==> src/common/mtam_pkg.sv <==
// Constants, register map and carrier types of the muting supervisor
`default_nettype none
package mtam_pkg;

	// Timebase: the clock rate and the millisecond derived from it
	localparam int unsigned CLK_HZ          = 125_000_000;
	localparam int unsigned MS_PER_S        = 1000;
	localparam int unsigned S_PER_MIN       = 60;
	localparam int unsigned CYC_PER_MS_DFLT = CLK_HZ / MS_PER_S;

	// Documented default times in their own units
	localparam int unsigned SEQ_GAP_DFLT_MS   = 0;
	localparam int unsigned PAR_MIN_DFLT_MS   = 0;
	localparam int unsigned PAR_MAX_DFLT_MS   = 2500;
	localparam int unsigned LIMIT_DFLT_MIN    = 10;
	localparam int unsigned ON_TIME_DFLT_MS   = 0;
	localparam int unsigned OFF_TIME_DFLT_MS  = 100;
	localparam int unsigned AUTO_RESTART_S    = 10;

	// Millisecond figures loaded into the time registers, then the fixed self-reset time and the limit-off value
	localparam logic [31:0] RST_SEQ_GAP  = 32'(SEQ_GAP_DFLT_MS);
	localparam logic [31:0] RST_PAR_MIN  = 32'(PAR_MIN_DFLT_MS);
	localparam logic [31:0] RST_PAR_MAX  = 32'(PAR_MAX_DFLT_MS);
	localparam logic [31:0] RST_LIMIT    = 32'(LIMIT_DFLT_MIN * S_PER_MIN * MS_PER_S);
	localparam logic [31:0] RST_ON_TIME  = 32'(ON_TIME_DFLT_MS);
	localparam logic [31:0] RST_OFF_TIME = 32'(OFF_TIME_DFLT_MS);
	localparam logic [31:0] AUTO_RST_MS  = 32'(AUTO_RESTART_S * MS_PER_S);
	localparam logic [31:0] LIMIT_OFF    = 32'h0000_0000;

	// Register word addresses
	localparam int unsigned ADDR_W       = 3;
	localparam logic [2:0]  ADDR_CTRL    = 3'h0;
	localparam logic [2:0]  ADDR_SEQ_GAP = 3'h1;
	localparam logic [2:0]  ADDR_PAR_MIN = 3'h2;
	localparam logic [2:0]  ADDR_PAR_MAX = 3'h3;
	localparam logic [2:0]  ADDR_LIMIT   = 3'h4;
	localparam logic [2:0]  ADDR_ON_TIME = 3'h5;
	localparam logic [2:0]  ADDR_OFF_TIM = 3'h6;
	localparam logic [2:0]  ADDR_STATUS  = 3'h7;

	// Basic configuration codes: sensor roles onto input lines
	typedef enum logic [1:0] {
		CFG_AUTO4   = 2'h0,  // four sensors, automatic choice
		CFG_PAR_L12 = 2'h1,  // two-sensor parallel on lines one and two
		CFG_PAR_L1A = 2'h2,  // two-sensor parallel on line one and aux five
		CFG_PAR_L34 = 2'h3   // two-sensor parallel on lines three and four
	} mtam_cfg_t;

	// Supervisor states, one-hot
	typedef enum logic [8:0] {
		ST_IDLE  = 9'h001,  // waiting for all sensors inactive
		ST_READY = 9'h002,  // armed, waiting for the first activation
		ST_PWAIT = 9'h004,  // parallel: measuring pair skew
		ST_SWAIT = 9'h008,  // sequential: waiting for the second sensor
		ST_START = 9'h010,  // start delay running
		ST_PMUTE = 9'h020,  // parallel muting
		ST_SMUTE = 9'h040,  // sequential muting
		ST_END   = 9'h080,  // end delay running, still muted
		ST_FAULT = 9'h100   // time-limit fault, outputs off
	} mtam_state_t;

	// Mapped muting sensors, bit 0 first in forward travel
	typedef struct packed {
		logic outer_sensor_b;
		logic inner_sensor_b;
		logic inner_sensor_a;
		logic outer_sensor_a;
	} mtam_sens_t;

	// Control word layout
	typedef struct packed {
		logic [21:0] rsvd_hi;
		logic        clr_ind_fault;  // write one: clear indicator fault
		logic        restart;        // write one: restart after a fault
		logic [3:0]  rsvd_lo;
		logic        ind_sup;        // supervise the muting indicator
		logic        ind_en;         // drive the muting indicator
		mtam_cfg_t   cfg;
	} mtam_ctrl_t;

	// Status word layout
	typedef struct packed {
		logic [11:0] rsvd;
		mtam_sens_t  sens;
		logic [1:0]  step;
		logic        handover;
		logic        par_mode;
		logic        ind_fault;
		logic        fault_e50;
		logic        muting;
		mtam_state_t state;
	} mtam_status_t;

endpackage
`default_nettype wire

==> src/mtam_muting_supervisor.sv <==
// Muting supervisor: automatic parallel or sequential muting with time limit
//
// What this block does
// - Sequential: successive activations at least seq_min_gap_time apart, default 0 ms.
// - Parallel: pair activations at least par_min_skew_time apart, default 0 ms.
// - Parallel: reject pairs spaced beyond par_max_skew_time, default 2500 ms.
// - Parallel: one sensor lost longer than par_max_skew_time ends muting.
// - Muting beyond muting_time_limit ends muting, flags E50, switches outputs off.
// - Muting begins after start_delay: latency plus configurable on-time, default 0 ms.
// - Muting ends after end_delay: latency plus configurable off-time, default 100 ms.
// - Pair skew accepted only between minimum and maximum skew, inclusive.
// - After a fault, self reset after about 10 s unless key present.
// - After a fault, muting needs a restart and a fresh valid sequence.
// - A time limit of zero disables time-limit supervision.
// - Basic configuration maps sensor roles onto input lines; default automatic four-sensor.
// - On muting start drive the indicator if enabled, supervise it if enabled.
// - Automatic mode: an inner sensor first selects parallel muting.
// - Parallel muting starts when both inner sensors active with skew in window.
// - Parallel ends on both inner off plus end delay, or long single loss.
// - Parallel: single inner loss up to par_max_skew_time is tolerated.
// - Automatic mode: outer first selects sequential; forward order or its exact reverse.
// - Sequential: each activation in order and spaced by the minimum gap.
// - Sequential hands over only if all four sensors active together; else ends.
// - Sequential ends when third sensor off and end delay expires; then all inactive.
// - Sequential: sensor losses no longer than end delay are tolerated.
`timescale 1ns/1ps
`default_nettype none

module mtam_muting_supervisor
	import mtam_pkg::*;
#(
	parameter int unsigned CYC_PER_MS = mtam_pkg::CYC_PER_MS_DFLT  // Clock cycles per millisecond
)(
	input  wire logic                     sys_clk_i,               // System clock, 125 MHz
	input  wire logic                     rst_i,                   // Synchronous reset, active high
	input  wire logic [mtam_pkg::ADDR_W-1:0] reg_addr_i,           // Register word address
	input  wire logic [31:0]              reg_wdata_i,             // Register write data
	input  wire logic                     reg_wr_i,                // Write strobe
	input  wire logic                     reg_rd_i,                // Read strobe
	output logic      [31:0]              reg_rdata_o,             // Read data, cycle after strobe
	input  wire logic                     input_line_one_i,        // Sensor input line one
	input  wire logic                     input_line_two_i,        // Sensor input line two
	input  wire logic                     input_line_three_i,      // Sensor input line three
	input  wire logic                     input_line_four_i,       // Sensor input line four
	input  wire logic                     input_aux_five_i,        // Auxiliary sensor input five
	input  wire logic                     field_clear_i,           // Protective field free
	input  wire logic                     param_key_present_i,     // Key occupies config port
	input  wire logic                     indicator_ok_i,          // Indicator lamp feedback
	output logic                          safety_switch_outputs_o, // Safety outputs on
	output logic                          muting_active_o,         // Protective function muted
	output logic                          muting_indicator_o,      // Muting indicator drive
	output logic                          fault_e50_o,             // Time-limit fault
	output logic                          indicator_fault_o        // Indicator supervision fault
);
	import mtam_pkg::*;

	// Configuration registers
	mtam_ctrl_t  ctrl_q;
	logic [31:0] seq_gap_q, par_min_q, par_max_q, limit_q, on_q, off_q;
	logic [31:0] rdata_q;

	// Supervisor state and counters
	mtam_state_t state_q, state_d;
	logic [1:0]  step_q, step_d;
	logic        dir_q, dir_d, par_q, par_d, ho_q, ho_d;
	logic [31:0] pre_q, t_cnt_q, drop_q, lim_q, flt_q;
	logic        safety_switch_outputs_q, ind_flt_q;

	// Millisecond timebase shared by every interval counter
	logic ms_tick;
	assign ms_tick = (pre_q == 32'(CYC_PER_MS - 1));

	always_ff @(posedge sys_clk_i)
	begin
		if (rst_i)
			pre_q <= 32'h0000_0000;
		else
			pre_q <= ms_tick ? 32'h0000_0000 : pre_q + 32'h0000_0001;
	end

	// Sensor roles from the basic configuration; two-sensor modes have no outers
	mtam_sens_t sens;
	logic [3:0] s_vec;
	logic       auto4;
	assign auto4 = (ctrl_q.cfg == CFG_AUTO4);
	assign sens.outer_sensor_a = auto4 & input_line_one_i;
	assign sens.inner_sensor_a = auto4 ? input_line_two_i :
		(ctrl_q.cfg == CFG_PAR_L34) ? input_line_three_i : input_line_one_i;
	assign sens.inner_sensor_b = auto4 ? input_line_three_i :
		(ctrl_q.cfg == CFG_PAR_L12) ? input_line_two_i :
		(ctrl_q.cfg == CFG_PAR_L1A) ? input_aux_five_i : input_line_four_i;
	assign sens.outer_sensor_b = auto4 & input_line_four_i;
	assign s_vec = sens;

	// Sensors in expected travel order; reverse travel reads the vector backwards
	logic [3:0] ord;
	for (genvar gi = 0; gi < 4; gi++)
	begin : g_ord
		assign ord[gi] = dir_q ? s_vec[3 - gi] : s_vec[gi];
	end

	// Sequence helpers: next expected sensor, any sensor beyond it, those already seen
	logic       nxt_act, later_act, all_idle, both_in, any_in, seen_ok;
	logic [3:0] later_mask, seen_mask;
	assign later_mask = 4'(4'hE << step_q);
	assign seen_mask  = 4'((4'h1 << step_q) - 4'h1);
	assign nxt_act    = ord[step_q];
	assign later_act  = |(ord & later_mask);
	assign seen_ok    = ((ord & seen_mask) == seen_mask);
	assign all_idle   = (s_vec == 4'h0);
	assign both_in    = sens.inner_sensor_a & sens.inner_sensor_b;
	assign any_in     = sens.inner_sensor_a | sens.inner_sensor_b;

	// Timing comparisons against the configured millisecond values
	logic gap_ok, skew_ok, skew_late, on_done, off_done, par_drop, seq_drop;
	logic par_lost, seq_lost, lim_hit, muting, auto_rst;
	assign gap_ok    = (t_cnt_q >= seq_gap_q);
	assign skew_ok   = (t_cnt_q >= par_min_q) && (t_cnt_q <= par_max_q);
	assign skew_late = (t_cnt_q > par_max_q);
	assign on_done   = (t_cnt_q >= on_q);
	assign off_done  = (t_cnt_q >= off_q);
	assign par_drop  = (state_q == ST_PMUTE) & (sens.inner_sensor_a ^ sens.inner_sensor_b);
	assign seq_drop  = (state_q == ST_SMUTE) & ~ho_q & ~seen_ok;
	assign par_lost  = par_drop & (drop_q > par_max_q);
	assign seq_lost  = seq_drop & (drop_q > off_q);
	assign muting    = (state_q == ST_PMUTE) | (state_q == ST_SMUTE) | (state_q == ST_END);
	assign lim_hit   = muting & (limit_q != LIMIT_OFF) & (lim_q >= limit_q);
	assign auto_rst  = (flt_q >= AUTO_RST_MS) & ~param_key_present_i;

	// Register decode
	logic wr_ctrl;
	mtam_ctrl_t wctrl;
	assign wctrl   = mtam_ctrl_t'(reg_wdata_i);
	assign wr_ctrl = reg_wr_i & (reg_addr_i == ADDR_CTRL);

	// Supervisor sequencing
	always_comb
	begin
		state_d = state_q;
		step_d  = step_q;
		dir_d   = dir_q;
		par_d   = par_q;
		ho_d    = ho_q;
		case (state_q)
			ST_IDLE:
				if (all_idle)
					state_d = ST_READY;
			ST_READY:
				if (any_in)
				begin
					state_d = ST_PWAIT;
					par_d   = 1'b1;
				end
				else if (sens.outer_sensor_a | sens.outer_sensor_b)
				begin
					state_d = ST_SWAIT;
					par_d   = 1'b0;
					ho_d    = 1'b0;
					dir_d   = ~sens.outer_sensor_a;
					step_d  = 2'h1;
				end
			ST_PWAIT:
				if (both_in)
					state_d = skew_ok ? ST_START : ST_IDLE;
				else if (skew_late | ~any_in)
					state_d = ST_IDLE;
			ST_SWAIT:
				if (later_act | ~ord[0])
					state_d = ST_IDLE;
				else if (nxt_act)
				begin
					state_d = gap_ok ? ST_START : ST_IDLE;
					step_d  = 2'h2;
				end
			ST_START:
				if (par_q ? ~both_in : ~(ord[0] & ord[1]))
					state_d = ST_IDLE;
				else if (on_done)
					state_d = par_q ? ST_PMUTE : ST_SMUTE;
			ST_PMUTE:
				if (~any_in)
					state_d = ST_END;
				else if (par_lost)
					state_d = ST_IDLE;
			ST_SMUTE:
				if (ho_q)
					state_d = ord[2] ? ST_SMUTE : ST_END;
				else if (seq_lost | later_act)
					state_d = ST_IDLE;
				else if (nxt_act)
				begin
					if (~gap_ok)
						state_d = ST_IDLE;
					else if (step_q == 2'h3)
					begin
						if (&ord)
							ho_d = 1'b1;
						else
							state_d = ST_IDLE;
					end
					else
						step_d = step_q + 2'h1;
				end
			ST_END:
				if (par_q ? any_in : (ho_q & ord[2]))
					state_d = par_q ? ST_PMUTE : ST_SMUTE;
				else if (off_done)
					state_d = ST_IDLE;
			ST_FAULT:
				if (auto_rst | (wr_ctrl & wctrl.restart))
					state_d = ST_IDLE;
			default:
				state_d = ST_IDLE;
		endcase
		if (lim_hit)
			state_d = ST_FAULT;
	end

	// Interval counter restarts on every state change and sequence step
	logic t_clr;
	assign t_clr = (state_d != state_q) | (step_d != step_q);

	always_ff @(posedge sys_clk_i)
	begin
		if (rst_i)
		begin
			state_q <= ST_IDLE;
			step_q  <= 2'h0;
			dir_q   <= 1'b0;
			par_q   <= 1'b0;
			ho_q    <= 1'b0;
		end
		else
		begin
			state_q <= state_d;
			step_q  <= step_d;
			dir_q   <= dir_d;
			par_q   <= par_d;
			ho_q    <= ho_d;
		end
	end

	// Millisecond counters; they saturate so a stuck input cannot wrap them
	always_ff @(posedge sys_clk_i)
	begin
		if (rst_i | t_clr)
			t_cnt_q <= 32'h0000_0000;
		else if (ms_tick & ~&t_cnt_q)
			t_cnt_q <= t_cnt_q + 32'h0000_0001;
	end

	always_ff @(posedge sys_clk_i)
	begin
		if (rst_i | ~(par_drop | seq_drop))
			drop_q <= 32'h0000_0000;
		else if (ms_tick & ~&drop_q)
			drop_q <= drop_q + 32'h0000_0001;
	end

	always_ff @(posedge sys_clk_i)
	begin
		if (rst_i | ~muting)
			lim_q <= 32'h0000_0000;
		else if (ms_tick & ~&lim_q)
			lim_q <= lim_q + 32'h0000_0001;
	end

	always_ff @(posedge sys_clk_i)
	begin
		if (rst_i | (state_q != ST_FAULT))
			flt_q <= 32'h0000_0000;
		else if (ms_tick & ~&flt_q)
			flt_q <= flt_q + 32'h0000_0001;
	end

	// Safety outputs: off in a fault, otherwise on while the field is free or muted
	always_ff @(posedge sys_clk_i)
	begin
		if (rst_i)
			safety_switch_outputs_q <= 1'b0;
		else
			safety_switch_outputs_q <= (state_d != ST_FAULT) & (field_clear_i | muting);
	end

	// Indicator supervision; a new fault wins over a clear in the same cycle
	logic ind_set;
	assign ind_set = ctrl_q.ind_sup & muting_indicator_o & ~indicator_ok_i;

	always_ff @(posedge sys_clk_i)
	begin
		if (rst_i)
			ind_flt_q <= 1'b0;
		else
			ind_flt_q <= ind_set | (ind_flt_q & ~(wr_ctrl & wctrl.clr_ind_fault));
	end

	// Register writes; the pulse bits of the control word are never stored
	always_ff @(posedge sys_clk_i)
	begin
		if (rst_i)
		begin
			ctrl_q    <= '0;
			seq_gap_q <= RST_SEQ_GAP;
			par_min_q <= RST_PAR_MIN;
			par_max_q <= RST_PAR_MAX;
			limit_q   <= RST_LIMIT;
			on_q      <= RST_ON_TIME;
			off_q     <= RST_OFF_TIME;
		end
		else if (reg_wr_i)
		begin
			if (reg_addr_i == ADDR_CTRL)
			begin
				ctrl_q.cfg    <= wctrl.cfg;
				ctrl_q.ind_en <= wctrl.ind_en;
				ctrl_q.ind_sup <= wctrl.ind_sup;
			end
			if (reg_addr_i == ADDR_SEQ_GAP)
				seq_gap_q <= reg_wdata_i;
			if (reg_addr_i == ADDR_PAR_MIN)
				par_min_q <= reg_wdata_i;
			if (reg_addr_i == ADDR_PAR_MAX)
				par_max_q <= reg_wdata_i;
			if (reg_addr_i == ADDR_LIMIT)
				limit_q <= reg_wdata_i;
			if (reg_addr_i == ADDR_ON_TIME)
				on_q <= reg_wdata_i;
			if (reg_addr_i == ADDR_OFF_TIM)
				off_q <= reg_wdata_i;
		end
	end

	// Read path: data stand only in the cycle after the strobe
	mtam_status_t stat;
	logic [31:0]  rd_mux;
	assign stat = '{rsvd: '0, sens: sens, step: step_q, handover: ho_q, par_mode: par_q,
		ind_fault: ind_flt_q, fault_e50: fault_e50_o, muting: muting, state: state_q};
	assign rd_mux = (reg_addr_i == ADDR_CTRL)    ? 32'(ctrl_q)  :
		(reg_addr_i == ADDR_SEQ_GAP) ? seq_gap_q :
		(reg_addr_i == ADDR_PAR_MIN) ? par_min_q :
		(reg_addr_i == ADDR_PAR_MAX) ? par_max_q :
		(reg_addr_i == ADDR_LIMIT)   ? limit_q   :
		(reg_addr_i == ADDR_ON_TIME) ? on_q      :
		(reg_addr_i == ADDR_OFF_TIM) ? off_q     : 32'(stat);

	always_ff @(posedge sys_clk_i)
	begin
		if (rst_i | ~reg_rd_i)
			rdata_q <= 32'h0000_0000;
		else
			rdata_q <= rd_mux;
	end

	// Outputs
	assign reg_rdata_o             = rdata_q;
	assign safety_switch_outputs_o = safety_switch_outputs_q;
	assign muting_active_o         = muting;
	assign muting_indicator_o      = muting & ctrl_q.ind_en;
	assign fault_e50_o             = (state_q == ST_FAULT);
	assign indicator_fault_o       = ind_flt_q;
endmodule // mtam_muting_supervisor
`default_nettype wire

==> config.mk <==
export PLATFORM = sky130hd
export DESIGN_NAME = mtam_muting_supervisor
export DESIGN_NICKNAME = d
export VERILOG_FILES = /design/src/common/mtam_pkg.sv /design/src/mtam_muting_supervisor.sv
export SDC_FILE = /design/constraint.sdc
export NUM_CORES = 1
export LEC_CHECK = 0
export BUFFER_PORTS_ARGS = -buffer_cell sky130_fd_sc_hd__buf_2
export CAP_MARGIN = 20
export CORE_MARGIN = 2
export CORE_UTILIZATION = 35
export DETAILED_ROUTE_END_ITERATION = 12
export GPL_TIMING_DRIVEN = 0
export PLACE_DENSITY_LB_ADDON = 0.05
export SLEW_MARGIN = 20
export SYNTH_ARGS = -nofsm -noshare
export SYNTH_HDL_FRONTEND = slang
export SYNTH_SLANG_ARGS = --single-unit
==> constraint.sdc <==
create_clock -name sys_clk_i -period 4.57 [get_ports sys_clk_i]
set_clock_uncertainty 0.05 [all_clocks]
set_input_delay 0.2285 -clock sys_clk_i [delete_from_list [all_inputs] [get_ports sys_clk_i]]
set_output_delay 0.2285 -clock sys_clk_i [all_outputs]
set_load 0.05 [all_outputs]
==> results.py <==
metrics = {
    "routing": {
        "drc": 0,
        "drt-met1-wl_um": 46300,
        "ant_nets": 0,
        "wl_met3_um": 6610,
        "met2_length_um": 48900,
        "detailedRoute.firstPassIterationCount": 6,
        "drt-initial-drc-count": 2008,
        "wl_per_cell_um": 24.3,
        "top_layer_used": "met5",
        "drt_wl_total_um": 106000,
        "vias": 24700,
        "via_per_inst": 5.66,
    },
    "sta": {
        "hold_slack_ns": 0.149,
        "fmax_mhz": 224,
        "hold_violations": 0,
        "min_period_ns": 4.47,
        "fin_setup_tns_ns": 0,
        "slew_headroom_pct": 18.5,
        "setup_viol": 0,
        "rsz0062_at_grt": "no",
        "tightest_slew_ns": 1.21,
        "slew_viol_final": 0,
        "finalCritPeriodShare_pct": 97.8,
    },
    "power_and_ir_drop": {
        "leakage_nw": 10.7,
        "p_per_area_mw_per_mm2": 300,
        "power_mw": 8.61,
        "vdd_drop_max_uv": 263,
    },
    "global_routing": {
        "grt.overflow.total": 0,
        "antenna_found_initial": 5,
        "grt_pass1_wl_um": 155000,
        "grt_use_total_pct": 28.1,
        "grt_pass1_vias": 23800,
        "grt_start_max_net_pins": 15,
    },
    "critical_path": {
        "end_kind": "register",
        "worst-r2r-setup-slack_ns": 0.10,
        "critPathLaunchType": "register",
        "crit_type": "reg2reg",
        "r2r_cells": 11,
        "critPathMaxFanout": 10,
        "r2r-end": "t_cnt_q[9]$_SDFFE_PP0P_",
        "r2r-start": "t_cnt_q[30]$_SDFFE_PP0P_",
        "arrival_ns": 4.94,
        "required_ns": 5.04,
    },
    "layout": {
        "multi_input_area_mm2": 0.0155,
        "drive_gt1_share_pct": 6.58,
        "seq_area_mm2": 0.00809,
        "n_fill_cell": 7366,
        "syn_to_final_growth_pct": 15.0,
        "final_nets": 3693,
    },
    "synthesis": {
        "avgSynthCellArea_um2": 7.77,
        "synth_top_flop_cell": "dfxtp_1",
        "synth_area_mm2": 0.0250,
        "synth-async-reset-ratio_pct": 0,
        "yosysWarnings": 0,
        "syn_nets": 3524,
        "synth-seq-cells": 404,
        "synth_edf_count": 0,
        "syn_inst": 3213,
        "synth_top_cell_area_share_pct": 32.4,
        "seq_area_frac_synth_pct": 32.4,
        "synth.area.top_cells": "dfxtp_1 32%, ha_1 13%, nand2_1 8.2%",
        "ys_types": 82,
        "yosys.area.top_type": "dfxtp_1",
    },
    "clock_tree": {
        "clockBufferDepth": 3,
        "cts_tree": "yes",
        "clock_latency_ns": 0.63,
        "cts-buffers-inserted": 49,
        "cts_root_buffer": "clkbuf_16",
        "h-tree-depth": 2,
        "cts_num_sinks": 404,
        "path_clk_slew_ns": 0.06,
    },
    "placed_design": {
        "dp_hpwl_um": 85200,
        "port_buffers": 81,
        "globalplace.congestion": 0.995,
    },
    "die": {
        "dieHeight_um": 271,
        "placementRows": 97,
        "io_pins": 84,
        "die_w_um": 271,
        "die-area_mm2": 0.0735,
        "start_util_pct": 35.5,
        "core_mm2": 0.0704,
    },
    "run_status": {
        "status": "complete, no violations",
    },
    "hold_path": {
        "hold-path-endpoint": "ho_q$_SDFFE_PP0P_",
        "hold_class": "in2reg",
        "hp-start": "input_line_three_i",
        "holdPathStages": 5,
    },
    "job": {
        "drv_cap": 0,
    },
}
## synthesized netlist by cell type (all sizes together) (7+ instances only)
cell,count
nand4,81
o21a,7
nand3b,11
nor2,243
xnor2,68
ha,264
clkbuf,149
o21ai,99
mux2i,24
inv,221
a2111oi,12
a21oi,336
nand2,545
a221oi,14
o2111a,12
o211ai,20
dfxtp,404
and2,21
and4,28
o22ai,17
a31oi,10
or2,9
nor4b,7
nand3,108
nor4,70
nor3,43
a211o,17
or3,22
a22oi,29
nor2b,28
buf,12
a21o,26
xor2,78
nand2b,18
and3,33
a211oi,22
## how the worst max path moves through the flow
stage,slack [ns],endpoint,start,depth (start not counted)
5_1_grt,0.005,t_cnt_q[27]$_SDFFE_PP0P_,t_cnt_q[30]$_SDFFE_PP0P_,10
6_report,0.10,t_cnt_q[9]$_SDFFE_PP0P_,t_cnt_q[30]$_SDFFE_PP0P_,11
3_3_place_gp,-0.61,t_cnt_q[27]$_SDFFE_PP0P_,ctrl_q[1]$_SDFFE_PP0P_,14
3_5_place_dp,-0.63,t_cnt_q[13]$_SDFFE_PP0P_,ctrl_q[1]$_SDFFE_PP0P_,13
4_1_cts,0.02,t_cnt_q[26]$_SDFFE_PP0P_,ctrl_q[1]$_SDFFE_PP0P_,15
2_1_floorplan,1.03,t_cnt_q[0]$_SDFFE_PP0P_,ctrl_q[1]$_SDFFE_PP0P_,14
## cell usage in the layout (no fill, tap or decap), types with 18 or more instances in the layout
cell type / count
nor2_1: 243
a22oi_1: 29
mux2i_1: 24
a21oi_1: 335
a21o_1: 26
nand4_1: 81
xor2_1: 78
dfxtp_1: 399
o211ai_1: 20
nor2b_1: 28
nor3_1: 42
ha_1: 263
xnor2_1: 68
buf_2: 84
nor4_1: 57
nand2b_1: 18
clkbuf_16: 49
nand3_1: 108
and2_1: 19
and4_1: 28
o21ai_0: 98
or3_1: 22
dlygate4sd3_1: 36
and3_1: 33
nand2_1: 545
inv_1: 221
clkbuf_1: 150
a211oi_1: 22
## critical path: stages (launching register included)
cell and delay [ns]:
dfxtp_1 0.71, ha_1 0.38, nand4_1 0.19, nor2_1 0.08
a221o_1 0.33, nor3_2 0.33, a22o_1 0.35, nand2_1 0.15
a2111oi_1 0.66, or3b_1 0.50, clkbuf_1 0.27, nor4_1 0.35
## registers in the layout (all words and copies together) (netlist names)
name and count:
pre_q 32, t_cnt_q 32, state_q 9, reg_rdata_o 32, flt_q 32, par_q 1
lim_q 32, dir_q 1, ctrl_q 4, step_q 2, drop_q 32, par_min_q 32
par_max_q 32, on_q 32, off_q 32, ho_q 1, safety_switch_outputs_o 1, indicator_fault_o 1
seq_gap_q 32, limit_q 32
## report_power, final
group | leakage, nW | internal (mW) | switching [mW]
sequential | 3.27 | 3.57 | 0.0515
clock | 0.838 | 2.42 | 1.73
combinational | 6.64 | 0.237 | 0.607
total | 10.7 | 6.22 | 2.39
## layout make-up
| class | instances | share of cell area (%) |
|---|---|---|
| clock inverters | 23 | 0.985 |
| diodes | 3 | 0.0261 |
| repair buffers | 119 | 2.72 |
| well taps | 940 | 4.10 |
| multi-input cells | 2427 | 54.0 |
| inverters | 221 | 2.89 |
| plain buffers | 160 | 2.15 |
| flip-flops and latches | 404 | 28.2 |
| clock buffers | 68 | 4.94 |
## stage by stage
| step | instance area (um^2) | util [%] | instances | worst slack (ns) |
|---|---|---|---|---|
| final | 28700 | 40.8 | 4365 | 0.102 |
| after CTS | 28700 | 40.7 | 4361 | 0.0240 |
| after detailed placement | 26600 | 37.7 | 4234 | -0.630 |
| after global routing | 28700 | 40.8 | 4362 | 0.00523 |
| after floorplan | 25000 | - | 3213 | 1.03 |
| after global placement | 26600 | 37.7 | 4234 | -0.614 |
## layer usage
metal  vias to the layer above  track usage, %
met4                         2            11.0
met1                     11900            36.7
met2                       886            46.6
met3                       194            4.04
met5                         -               0
li1                      11700               -
## kinds of logic (layout without fill, tap and decap cells)
| group | after synthesis | after routing | synth area share [%] |
|---|---|---|---|
| other | 0 | 3 | 0 |
| AND/OR/NAND/NOR | 1284 | 1284 | 24.4 |
| AO/OA/AOI/OAI | 699 | 699 | 17.5 |
| adder cells (fa/ha/maj) | 264 | 264 | 13.2 |
| XOR/XNOR | 146 | 146 | 5.12 |
| flip-flops | 404 | 404 | 32.4 |
| buffers and inverters | 382 | 591 | 5.79 |
| multiplexers | 34 | 34 | 1.59 |
## what timing repair did
| item | CTS | global route |
|---|---|---|
| pin swaps | 1 | 1 |
| hold buffers | 36 | 0 |
| buffers inserted | 0 | 2 |
| hold endpoints to repair | 198 | 0 |
| setup endpoints to repair | 32 | 32 |
| resized for setup | 12 | 13 |
Note: power is estimated with default switching activity, not from simulation.
